--- src/hdl/gcs_regs.vh ---
`ifndef GCS_REGS_VH
`define GCS_REGS_VH

// register offsets
`define GCS_ADDR_DIMS      8'haa
`define GCS_ADDR_CTRL      8'hab
`define GCS_ADDR_LEVEL     8'hae
`define GCS_ADDR_FLAGS     8'haf
`define GCS_ADDR_PB_CLR    8'he3
`define GCS_ADDR_FORCE     8'he4
`define GCS_ADDR_PROX_CLR  8'he5
`define GCS_ADDR_LIGHT_CLR 8'he6
`define GCS_ADDR_ALL_CLR   8'he7
`define GCS_ADDR_FIFO_N    8'hfc
`define GCS_ADDR_FIFO_E    8'hff

// field positions
`define GCS_CTRL_IRQ_EN    1
`define GCS_CTRL_STATE     0
`define GCS_FLAGS_OVF      1
`define GCS_FLAGS_VALID    0

// dimension select codes
`define GCS_DIMS_BOTH_A    2'h0
`define GCS_DIMS_NS_ONLY   2'h1
`define GCS_DIMS_WE_ONLY   2'h2
`define GCS_DIMS_BOTH_B    2'h3

// reset values
`define GCS_DIMS_RST       2'h0
`define GCS_IRQ_EN_RST     1'b0
`define GCS_STATE_RST      1'b0

// fifo shape: 32 datasets of four bytes
`define GCS_FIFO_DEPTH     32
`define GCS_FIFO_AW        5

// conversion pacing with both pairs active
`define GCS_CLK_PERIOD_NS  20
`define GCS_CONV_PERIOD_NS 2000
`define GCS_CONV_CYCLES    (`GCS_CONV_PERIOD_NS / `GCS_CLK_PERIOD_NS)

`endif
--- src/hdl/gcs_fifo.v ---
`timescale 1ns/1ps
`include "gcs_regs.vh"

module gcs_fifo (
  // clock and reset
  input  wire        clk_sys_in,
  input  wire        rst_in,
  // write side
  input  wire        push_in,
  input  wire [31:0] push_data_in,
  // read side
  input  wire        pop_in,
  output wire [31:0] head_out,
  output wire [7:0]  level_out,
  // overflow
  input  wire        ovf_clr_in,
  output wire        ovf_out
);
  reg [31:0]               mem_q [0:`GCS_FIFO_DEPTH-1];
  reg [`GCS_FIFO_AW-1:0]   wr_ptr_q;
  reg [`GCS_FIFO_AW-1:0]   rd_ptr_q;
  reg [7:0]                level_q;
  reg                      ovf_q;
  wire                     full;
  wire                     pop_ok;
  wire                     push_ok;

  assign full     = (level_q == 8'd`GCS_FIFO_DEPTH);
  assign pop_ok   = pop_in & (level_q != 8'h00);
  // a full fifo keeps its datasets; the new one is simply lost
  assign push_ok  = push_in & ~full;
  assign head_out = mem_q[rd_ptr_q];
  assign level_out = level_q;
  assign ovf_out  = ovf_q;

  always @(posedge clk_sys_in) begin
    if (push_ok) begin
      mem_q[wr_ptr_q] <= push_data_in;
    end
  end

  always @(posedge clk_sys_in) begin
    if (rst_in) begin
      wr_ptr_q <= {`GCS_FIFO_AW{1'b0}};
      rd_ptr_q <= {`GCS_FIFO_AW{1'b0}};
      level_q  <= 8'h00;
      ovf_q    <= 1'b0;
    end else begin
      if (push_ok) begin
        wr_ptr_q <= wr_ptr_q + 1'b1;
      end
      if (pop_ok) begin
        rd_ptr_q <= rd_ptr_q + 1'b1;
      end
      if (push_ok & ~pop_ok) begin
        level_q <= level_q + 8'h01;
      end else if (pop_ok & ~push_ok) begin
        level_q <= level_q - 8'h01;
      end
      // set wins over a clear in the same cycle
      if (push_in & full) begin
        ovf_q <= 1'b1;
      end else if (ovf_clr_in) begin
        ovf_q <= 1'b0;
      end
    end
  end
endmodule // gcs_fifo

--- src/hdl/gcs_irq.v ---
`timescale 1ns/1ps

module gcs_irq (
  // clock and reset
  input  wire       clk_sys_in,
  input  wire       rst_in,
  // sources: pattern burst, proximity, light
  input  wire [2:0] src_evt_in,
  input  wire [2:0] src_clr_in,
  input  wire       clr_all_in,
  input  wire       force_in,
  // gesture source and its gate
  input  wire       gest_flag_in,
  input  wire       gest_en_in,
  // results
  output wire [2:0] src_flag_out,
  output reg        irq_out
);
  reg [2:0] flag_q;
  reg       force_q;
  genvar    gi;

  generate
    for (gi = 0; gi < 3; gi = gi + 1) begin : g_src
      always @(posedge clk_sys_in) begin
        if (rst_in) begin
          flag_q[gi] <= 1'b0;
        end else if (src_evt_in[gi]) begin
          flag_q[gi] <= 1'b1;
        end else if (src_clr_in[gi] | clr_all_in) begin
          flag_q[gi] <= 1'b0;
        end
      end
    end
  endgenerate

  always @(posedge clk_sys_in) begin
    if (rst_in) begin
      force_q <= 1'b0;
      irq_out <= 1'b0;
    end else begin
      if (force_in) begin
        force_q <= 1'b1;
      end else if (clr_all_in) begin
        force_q <= 1'b0;
      end
      // gesture source passes only while enabled
      irq_out <= (|flag_q) | force_q | (gest_flag_in & gest_en_in);
    end
  end

  assign src_flag_out = flag_q;
endmodule // gcs_irq

--- src/hdl/gcs_regs.v ---
// Contract
// - codes 00/11: both pairs active, all valid
// - code 01: north-south only, west-east invalid
// - code 10: west-east only, north-south invalid
// - single pair collects at double rate
// - interrupt enable bit unmasks gesture interrupts
// - state bit reads 1 while gesture runs
// - writing 1 enters gesture immediately
// - writing 0 exits after current conversion
// - level counts complete datasets held
// - full dataset read decrements level
// - overflow bit set when data discarded
// - valid set when level exceeds threshold
// - valid cleared when idle and empty
// - late dataset keeps gesture interrupt set
// - read or write clears interrupt source
// - force register access asserts interrupt pin
// - separate clears for burst, proximity, light
// - combined clear spares gesture interrupt
// - full fifo drops new datasets
// - empty fifo reads return zero
`timescale 1ns/1ps
`include "gcs_regs.vh"

module gcs_regs (
  // clock and reset
  input  wire        clk_sys_in,
  input  wire        rst_in,
  // register port behind the serial slave
  input  wire [7:0]  reg_addr_in,
  input  wire        reg_wr_in,
  input  wire        reg_rd_in,
  input  wire [7:0]  reg_wdata_in,
  output reg  [7:0]  reg_rdata_out,
  output reg         reg_rvalid_out,
  // gesture engine
  input  wire [7:0]  fifo_threshold_in,
  input  wire        entry_threshold_in,
  input  wire        exit_threshold_in,
  input  wire        conv_done_in,
  input  wire [31:0] conv_data_in,
  output reg         conv_start_out,
  output reg         pair_ns_en_out,
  output reg         pair_we_en_out,
  output reg         gesture_mode_out,
  // other interrupt sources
  input  wire        pattern_burst_evt_in,
  input  wire        proximity_evt_in,
  input  wire        light_evt_in,
  // open-drain interrupt pin
  output reg         int_pin_out,
  output wire        int_pin_oe_out
);

  function is_fifo_addr;
    input [7:0] addr;
    begin
      is_fifo_addr = (addr >= `GCS_ADDR_FIFO_N) && (addr <= `GCS_ADDR_FIFO_E);
    end
  endfunction

  function is_addr_hit;
    input [7:0] addr;
    input [7:0] target;
    input       rd;
    input       wr;
    begin
      is_addr_hit = (rd | wr) && (addr == target);
    end
  endfunction

  localparam integer CONV_CYCLES_I = `GCS_CONV_CYCLES;
  localparam [7:0]   CONV_FULL     = CONV_CYCLES_I[7:0];
  localparam [7:0] CONV_HALF = CONV_FULL >> 1;

  localparam [1:0] ST_IDLE = 2'h0;
  localparam [1:0] ST_RUN  = 2'h1;
  localparam [1:0] ST_EXIT = 2'h2;

  // control state
  reg [1:0]  dims_q;
  reg [1:0]  dims_d;
  reg        irq_en_q;
  reg        irq_en_d;
  reg [1:0]  state_q;
  reg [1:0]  state_d;
  reg        conv_busy_q;
  reg        conv_busy_d;
  reg [7:0]  pace_cnt_q;
  reg [7:0]  pace_cnt_d;
  reg        valid_q;
  reg        gest_flag_q;
  reg [31:0] push_data;
  reg [7:0]  rdata_d;
  reg        ovf_clr;

  wire        gest_on;
  wire        acc;
  wire        ctrl_wr;
  wire        enter_req;
  wire        leave_req;
  wire        single_pair;
  wire [7:0]  pace_limit;
  wire        conv_start;
  wire        push;
  wire        pop;
  wire [31:0] head;
  wire [7:0]  level;
  wire        ovf;
  wire        above_thr;
  wire [2:0]  src_clr;
  wire        clr_all;
  wire        force_acc;
  wire        irq;

  assign acc     = reg_rd_in | reg_wr_in;
  assign ctrl_wr = reg_wr_in && (reg_addr_in == `GCS_ADDR_CTRL);
  assign gest_on = (state_q != ST_IDLE);

  // a host write behaves exactly like the threshold events
  assign enter_req = entry_threshold_in |
                     (ctrl_wr & reg_wdata_in[`GCS_CTRL_STATE]);
  assign leave_req = exit_threshold_in |
                     (ctrl_wr & ~reg_wdata_in[`GCS_CTRL_STATE]);

  // only bits 1:0 are kept; reserved bits are expected as zero
  always @* begin
    dims_d   = dims_q;
    irq_en_d = irq_en_q;
    if (reg_wr_in && (reg_addr_in == `GCS_ADDR_DIMS)) begin
      dims_d = reg_wdata_in[1:0];
    end
    if (ctrl_wr) begin
      irq_en_d = reg_wdata_in[`GCS_CTRL_IRQ_EN];
    end
  end

  always @* begin
    state_d = state_q;
    case (state_q)
      ST_IDLE: begin
        if (enter_req) begin
          state_d = ST_RUN;
        end
      end
      ST_RUN: begin
        if (enter_req) begin
          state_d = ST_RUN;
        end else if (leave_req) begin
          // nothing in flight means nothing to wait for
          state_d = (conv_busy_q & ~conv_done_in) ? ST_EXIT : ST_IDLE;
        end
      end
      ST_EXIT: begin
        if (enter_req) begin
          state_d = ST_RUN;
        end else if (conv_done_in | ~conv_busy_q) begin
          state_d = ST_IDLE;
        end
      end
      default: begin
        state_d = ST_IDLE;
      end
    endcase
  end

  // one pair active halves the pacing interval
  assign single_pair = (dims_q == `GCS_DIMS_NS_ONLY) || (dims_q == `GCS_DIMS_WE_ONLY);
  assign pace_limit  = single_pair ? CONV_HALF : CONV_FULL;
  assign conv_start  = (state_q == ST_RUN) && ~conv_busy_q &&
                       (pace_cnt_q >= pace_limit - 8'h01);

  always @* begin
    pace_cnt_d  = pace_cnt_q;
    conv_busy_d = conv_busy_q;
    if (state_q != ST_RUN) begin
      pace_cnt_d = 8'h00;
    end else if (conv_start) begin
      pace_cnt_d = 8'h00;
    end else if (pace_cnt_q < pace_limit) begin
      pace_cnt_d = pace_cnt_q + 8'h01;
    end
    if (conv_start) begin
      conv_busy_d = 1'b1;
    end else if (conv_done_in) begin
      conv_busy_d = 1'b0;
    end
  end

  // bytes of a disabled pair are stored as zero and are not valid
  always @* begin
    push_data = conv_data_in;
    case (dims_q)
      `GCS_DIMS_NS_ONLY: begin
        push_data = {conv_data_in[31:16], 16'h0000};
      end
      `GCS_DIMS_WE_ONLY: begin
        push_data = {16'h0000, conv_data_in[15:0]};
      end
      default: begin
        push_data = conv_data_in;
      end
    endcase
  end

  assign push = conv_done_in & conv_busy_q & gest_on;
  // the east byte closes a dataset, both single and paged reads
  assign pop  = reg_rd_in && (reg_addr_in == `GCS_ADDR_FIFO_E);

  gcs_fifo u_fifo (
    .clk_sys_in   (clk_sys_in),
    .rst_in       (rst_in),
    .push_in      (push),
    .push_data_in (push_data),
    .pop_in       (pop),
    .head_out     (head),
    .level_out    (level),
    .ovf_clr_in   (ovf_clr),
    .ovf_out      (ovf)
  );

  assign above_thr = (level > fifo_threshold_in);

  always @* begin
    ovf_clr = (level == 8'h00) & ~gest_on;
  end

  always @(posedge clk_sys_in) begin
    if (rst_in) begin
      dims_q      <= `GCS_DIMS_RST;
      irq_en_q    <= `GCS_IRQ_EN_RST;
      state_q     <= ST_IDLE;
      conv_busy_q <= 1'b0;
      pace_cnt_q  <= 8'h00;
      valid_q     <= 1'b0;
      gest_flag_q <= 1'b0;
    end else begin
      dims_q      <= dims_d;
      irq_en_q    <= irq_en_d;
      state_q     <= state_d;
      conv_busy_q <= conv_busy_d;
      pace_cnt_q  <= pace_cnt_d;
      if (above_thr) begin
        valid_q <= 1'b1;
      end else if (~gest_on && (level == 8'h00)) begin
        valid_q <= 1'b0;
      end
      // the flag drops only when the last held dataset leaves;
      // a dataset landing during the read keeps it up
      if (above_thr) begin
        gest_flag_q <= 1'b1;
      end else if (pop && ~push && (level == 8'h01)) begin
        gest_flag_q <= 1'b0;
      end
    end
  end

  // any access counts; the data written is never looked at
  assign src_clr[0] = is_addr_hit(reg_addr_in, `GCS_ADDR_PB_CLR, reg_rd_in, reg_wr_in);
  assign src_clr[1] = is_addr_hit(reg_addr_in, `GCS_ADDR_PROX_CLR, reg_rd_in, reg_wr_in);
  assign src_clr[2] = is_addr_hit(reg_addr_in, `GCS_ADDR_LIGHT_CLR, reg_rd_in, reg_wr_in);
  assign clr_all    = is_addr_hit(reg_addr_in, `GCS_ADDR_ALL_CLR, reg_rd_in, reg_wr_in);
  assign force_acc  = is_addr_hit(reg_addr_in, `GCS_ADDR_FORCE, reg_rd_in, reg_wr_in);

  gcs_irq u_irq (
    .clk_sys_in   (clk_sys_in),
    .rst_in       (rst_in),
    .src_evt_in   ({light_evt_in, proximity_evt_in, pattern_burst_evt_in}),
    .src_clr_in   (src_clr),
    .clr_all_in   (clr_all),
    .force_in     (force_acc),
    .gest_flag_in (gest_flag_q),
    .gest_en_in   (irq_en_q),
    .src_flag_out (),
    .irq_out      (irq)
  );

  // pin pulls low while an interrupt is pending
  assign int_pin_oe_out = irq;

  always @* begin
    rdata_d = 8'h00;
    if (is_fifo_addr(reg_addr_in)) begin
      if (level == 8'h00) begin
        rdata_d = 8'h00;
      end else begin
        case (reg_addr_in[1:0])
          2'h0: rdata_d = head[31:24];
          2'h1: rdata_d = head[23:16];
          2'h2: rdata_d = head[15:8];
          default: rdata_d = head[7:0];
        endcase
      end
    end else begin
      case (reg_addr_in)
        `GCS_ADDR_DIMS: begin
          rdata_d = {6'h00, dims_q};
        end
        `GCS_ADDR_CTRL: begin
          rdata_d = {6'h00, irq_en_q, gest_on};
        end
        `GCS_ADDR_LEVEL: begin
          rdata_d = level;
        end
        `GCS_ADDR_FLAGS: begin
          rdata_d = {6'h00, ovf, valid_q};
        end
        default: begin
          rdata_d = 8'h00;
        end
      endcase
    end
  end

  always @(posedge clk_sys_in) begin
    if (rst_in) begin
      reg_rdata_out    <= 8'h00;
      reg_rvalid_out   <= 1'b0;
      conv_start_out   <= 1'b0;
      pair_ns_en_out   <= 1'b1;
      pair_we_en_out   <= 1'b1;
      gesture_mode_out <= 1'b0;
      int_pin_out      <= 1'b0;
    end else begin
      reg_rvalid_out   <= reg_rd_in;
      if (reg_rd_in) begin
        reg_rdata_out <= rdata_d;
      end
      conv_start_out   <= conv_start;
      pair_ns_en_out   <= (dims_q != `GCS_DIMS_WE_ONLY);
      pair_we_en_out   <= (dims_q != `GCS_DIMS_NS_ONLY);
      gesture_mode_out <= gest_on;
      int_pin_out      <= 1'b0;
    end
  end

  // unused bit of acc kept for clarity of the access decode
  wire unused_acc;
  assign unused_acc = acc;
endmodule // gcs_regs

--- config.mk ---
export PLATFORM = sky130hd
export DESIGN_NAME = gcs_regs
export DESIGN_NICKNAME = d
export VERILOG_FILES = /design/src/hdl/gcs_fifo.v /design/src/hdl/gcs_irq.v /design/src/hdl/gcs_regs.v
export VERILOG_INCLUDE_DIRS = /design/src /design/src/hdl
export SDC_FILE = /design/constraint.sdc
export NUM_CORES = 1
export LEC_CHECK = 0
export BUFFER_PORTS_ARGS = -buffer_cell sky130_fd_sc_hd__buf_4
export CAP_MARGIN = 20
export CORE_MARGIN = 2
export CORE_UTILIZATION = 25
export DETAILED_ROUTE_END_ITERATION = 8
export GPL_TIMING_DRIVEN = 0
export HOLD_SLACK_MARGIN = 0.05
export PLACE_DENSITY_LB_ADDON = 0.25
export SLEW_MARGIN = 20
export SYNTH_ARGS = -nofsm -noshare
export SYNTH_HDL_FRONTEND = slang
export SYNTH_SLANG_ARGS = --single-unit
--- constraint.sdc ---
create_clock -name clk_sys_in -period 7.1 [get_ports clk_sys_in]
set_clock_uncertainty 0.15 [all_clocks]
set_input_delay 1.065 -clock clk_sys_in [delete_from_list [all_inputs] [get_ports clk_sys_in]]
set_output_delay 1.065 -clock clk_sys_in [all_outputs]
set_load 0.005 [all_outputs]
======== Word level (Yosys, flattened, before mapping) ========
Memory sizes are Yosys's and may differ from the RTL's. A register that Yosys moved wholly into a read port is not among the register bits.
Index checks and enable logic that the tools add are counted.
storage, ports and cells
  register bits ........................... 53
  bits in writable memories ............... 1024
  input bits .............................. 66
  output and inout port bits .............. 15
  word-level logic and storage cells ...... 154
  memories ................................ 1
memories
  name          words  width  rd ports  clocked after Yosys merged registers in  wr ports  RTL line       source
  u_fifo.mem_q  32     32     1         1                                        1         gcs_fifo.v:19  reg [31:0] mem_q [0:`GCS_FIFO_DEPTH-1];
operators by class
  $add $sub $neg .......................... 6
  $lt $le $gt $ge ......................... 5
  equal/unequal tests ..................... 24
  mux-type cells .......................... 35
  bitwise gates (word level) .............. 29
  reduce and logical (&&, ||, !) cells .... 32
operators with widths
  operator               number
  $eq A8 B8 Y1 const B   10
  $pmux W32 S2           1
  $mux W8                4
  $pmux W8 S4            1
  $pmux W8 S3            1
  $reduce_bool A2 Y1     10
  $mux W1                18
  $add A8 B1 Y8 const B  2
  $logic_and A1 B1 Y1    14
  $and A1 B1 Y1          12
  $mux W2                6
  $add A5 B1 Y5 const B  2
  $mux W5                2
  $or A1 B1 Y1           9
  $eq A8 B1 Y1 const B   1
  $eq A8 B6 Y1 const B   1
  $ge A8 B8 Y1           1
  $ge A8 B8 Y1 const B   1
  $gt A8 B8 Y1           1
  $le A8 B8 Y1 const B   1
  $logic_not A8 Y1       1
  $lt A8 B7 Y1           1
  $not A1 Y1             8
  $reduce_bool A8 Y1     1
  13 further kinds       22

======== Longest topological paths before layout ========
  word-level depth ........................ 7
  mapped depth ............................ 13
  mapped depth without buffers ............ 12

======== Hierarchy ========
Synthesis repeated with hierarchy kept, for this count alone.
unflattened totals
  cell total of the unflattened synthesis .. 1901
  area, all modules ....................... 42371.9 µm²
by module, submodules not included
  module    times used  cells an instance  area each (µm²)  sequential area each (µm²)
  gcs_fifo  1           1625               40035.9          31230.0
  gcs_regs  1           256                2153.3           580.6
  gcs_irq   1           20                 182.7            100.1

======== Worst setup path after synthesis ========
No wires, ideal clock.
  path kind ............................... input-to-reg
  from .................................... in conv_done_in
  to ...................................... mem u_fifo.mem_q[31][0], enable pin
  setup time .............................. 421 ps
  arrival ................................. 3193 ps
  data required time ...................... 6529 ps
  path slack .............................. 3336 ps
  cell stages on the path ................. 4
  buffers on the path ..................... 0
  cell sequence ........................... nand3_1 -> a31oi_2 -> nand2_1 -> nor2_1
between the ends
  word-level cells in the longest chain between the ends .. 5
ends and longest elaborated chain
  item                           RTL line        source
  start: declaration             gcs_regs.v:40   input wire conv_done_in,
  $and A1 B1 Y1 (2 in series)    gcs_regs.v:206  assign push = conv_done_in & conv_busy_q & gest_on;
  $and A1 B1 Y1                  gcs_fifo.v:31   assign push_ok = push_in & ~full;
  via u_fifo.push_ok             gcs_fifo.v:26   wire push_ok;
  $mux W1                        gcs_fifo.v:37   if (push_ok) begin
  $mux W1 (implied by the code)  gcs_fifo.v:38   mem_q[wr_ptr_q] <= push_data_in;
  end: declaration               gcs_fifo.v:19
The timed path passes the listed nets, and every way through them passes these cells.

==> results.txt <==
The run finished with clean final reports. The library cells used most frequently in the layout, excluding fill and tap cells, are sky130_fd_sc_hd__edfxtp_1 (1024), sky130_fd_sc_hd__mux4_2 (208), sky130_fd_sc_hd__mux2i_1 (122), sky130_fd_sc_hd__clkbuf_16 (116), sky130_fd_sc_hd__buf_4 (96). At the worst endpoint, the arrival time is 5660 ps. The number of antenna violations at the first check in global routing is 2. Power spread over the standard cell area amounts to 245.0 nW/um^2. Required time of the worst setup path: 7490 ps. The flop and latch count out of synthesis is 1082, and the total global-route track usage is 0.1648. Setup repair after global routing left no endpoint under its margin. The total instance count after detailed placement came out at 4523. The tools report the number of global-route vias before repair as 23493.

After detailed routing, the number of remaining DRC violations is 0. Transition at the pin with the smallest max-transition slack: 1183 ps. On the critical path, the stage with the largest delay is an instance of sky130_fd_sc_hd__a211oi_1. The classification of the worst setup path was flop to flop. Based on the critical path, the design can be clocked at up to 0.1899 GHz. The logs give 0.2013 for the headroom to the max-slew limit and 0.1968 mV for the worst vdd rail ir drop.

Clock-pin slew was measured on the worst setup and hold paths at 60 ps. The tools report the area of the core region as 169800 um^2. The tools report the proportion of synthesized chip area in sequential cells as 0.7446. The die is 418.0 um wide. Standby leakage power: 0.01602 uW. Synthesis instantiated 76 different standard cells from the library.

The tools report the first-pass GRT wire length as 197.7 mm. Class of the tightest hold or removal check: flop to flop. Die extent in y: 418.0 um. For the violation count after the first detailed-route iteration, the log shows 2680. For the effective utilization at floorplan, the log shows 0.2523. Entering global routing, the biggest net connects 33 pins. For this run the aggregate overflow at the end of global routing stands at 0.

Yosys printed 0 warnings. Before antenna repair, the detailed router went through 5 iterations. The tools report the setup-violating endpoint count in the final report as 0. Flip-flop cell with the highest count after synthesis: sky130_fd_sc_hd__edfxtp_1.

The library cell used most frequently in the layout, excluding fill and tap cells, is sky130_fd_sc_hd__edfxtp_1. The design draws 12790 uW. At the end of the flow, the number of nets in the layout was 2512.

The synthesized design contains 1024 enable-type register cells. The clock reaches the later pin of the worst-skew pair after 710 ps. The tree is rooted in a sky130_fd_sc_hd__clkbuf_16. Dividing the synthesized area by the synthesized cell count gives 20.17 um^2.

For the final non-filler cell total, the log shows 4728. The post-synth design cell area is 42860 um^2, and the total length of routed wires is 146.1 mm. The fraction of final layout cells with drive strength greater than 1 works out to 0.2886. Vias per cell: 4.915. Biggest fanout along the worst timing path: 11. The number of buffers created by CTS was 113; the area overhead of the layout relative to synthesis was 21.80%.

The final hold violation count is 0. The final worst-path cycle share was 0.7416. The total of cells resized after clock tree synthesis is 0. Among cell families on the critical path, the largest total delay comes from compound AO/OA/AOI/OAI gates. The critical hold path startpoint is gest_flag_q. In this design, the stage delay of the slowest critical-path cell is 930 ps. Buffer count from post-CTS setup fixing: 0.

Buffers placed on the I/O ports in this run total 71. The cts-stage hold buffer count is 0. Adding up every negative setup slack in the final design gives 0 ps. The number of nets with antenna violations after routing came out at 0. Synthesis produced a netlist with a net count of 2217. The tool flagged a number of max-cap violations equal to 0. The post-route cell area came out at 52200 um^2. The initialized floorplan defines 151 standard-cell rows. The maximum count of clock buffers along a single path was 3. CTS built an H-tree with a depth of 3. The signal on the critical path passes through buf_4 -> clkbuf_1 -> nand2_1 -> clkbuf_2 -> o221ai_1 -> nor3_1 -> a211oi_1 -> o41ai_2. The average detailed-routed wire length per instance was 30.91 um; the clock sink count was 1082.

The area of the die came out at 174800 um^2. Final estimated routing congestion in global placement: 0.8122. The run gives 81 as the count of boundary I/O pins.

Setup slack on the worst reg-to-reg path comes out at 1830 ps. The worst setup path is launched from a flop. The worst setup path is captured at a flop. Summing over every cut layer, the via total after detailed routing is 23237. Count of pins over their slew limit: 0. The HPWL after detailed placement is 102.3 mm.

The fraction of registers with async set/reset works out to 0. After detailed placement, the total cell area comes to 48750 um^2. TritonCTS built the clock tree.

After layout, the minimum clock period comes to 5265 ps. Synthesis produced a netlist whose cell count is 2125. On the final layout, the worst hold slack is 337.1 ps. Counting both buffers and inverters, the worst setup path holds a total of 3.
final cells by class:
type | count | area, um^2
fill | 16333 | 117600
sequential | 1082 | 31910
multi-input combinational | 911 | 10370
clock buffer | 143 | 3014
tap | 2218 | 2775
timing repair buffer | 180 | 2744
buffer | 110 | 859.6
clock inverter | 61 | 436.7
inverter | 22 | 85.08
antenna | 1 | 2.502
logic make-up (layout without fill, tap and decap cells):
kind of cell               after synthesis  in the layout  synth area share
buffers and inverters                  132            516           0.02166
other                                    1              2        0.00008750
xor gates and xnor gates                18             18          0.003679
DFF                                   1082           1082            0.7446
and+or+nand+nor                        284            284           0.03273
muxes                                  363            363            0.1531
adders and majority gates               26             26          0.007591
AOI/OAI and AO/OA                      219            219           0.03652
stage by stage:
stage,setup WS (ps),util
after floorplan,3336,-
after global placement,-305.9,0.2718
after detailed placement,1891,0.2870
after CTS,1880,0.3073
after global routing,1833,0.3073
final,1835,0.3073
worst min-delay path, cell delays in order (launching register included):
cell	delay [ps]
sky130_fd_sc_hd__dfxtp_1	320
sky130_fd_sc_hd__nand2_1	60
sky130_fd_sc_hd__a21oi_1	60
synthesized netlist by cell type, types with 17 or more instances:
master                     instances  area (um^2)
sky130_fd_sc_hd__edfxtp_1       1024        30750
sky130_fd_sc_hd__mux4_2          208         4684
sky130_fd_sc_hd__mux2i_1         122         1221
sky130_fd_sc_hd__nor2_1           93        349.1
sky130_fd_sc_hd__dfxtp_1          58         1161
sky130_fd_sc_hd__nand2_1          53        198.9
sky130_fd_sc_hd__a21oi_1          51        255.2
sky130_fd_sc_hd__nor2b_1          45        281.5
sky130_fd_sc_hd__a22oi_1          38        285.3
sky130_fd_sc_hd__clkbuf_1         29        108.9
sky130_fd_sc_hd__ha_1             26        325.3
sky130_fd_sc_hd__buf_4            25        187.7
sky130_fd_sc_hd__buf_6            24        270.3
sky130_fd_sc_hd__inv_1            21        78.83
sky130_fd_sc_hd__nand3_1          20        100.1
sky130_fd_sc_hd__mux4_1           19        499.2
sky130_fd_sc_hd__buf_2            18        90.09
sky130_fd_sc_hd__o21ai_0          17        85.08
final timing paths:
| path | to | cells after the start |
|---|---|---|
| setup reg to reg | reg_rdata_out[7] | 8 |
| hold / removal | gest_flag_q | 2 |
| hold reg to reg | gest_flag_q | 2 |
| setup / recovery | reg_rdata_out[7] | 8 |
sequential cells by signal, indices dropped and copies added (netlist names), 3 cells and up, named ones only:
register            count
u_irq.src_flag_out      3
u_fifo.level_out        8
reg_rdata_out           8
u_fifo.wr_ptr_q         5
u_fifo.mem_q         1024
u_fifo.rd_ptr_q         5
pace_cnt_q              8
power breakdown:
group,switching (uW),internal (uW)
Clock,2460,3130
Sequential,4.42,6980
Combinational,149,66.8
per-layer routing:
layer  global-route usage  vias up  share of wire
met2               0.2663     1038           0.47
met3              0.02760      198          0.073
met4              0.04644        0          0.029
li1                     -     9394              -
met5                    0        -              0
met1               0.2281    12607           0.43
Power figures use the tool's default switching activity.
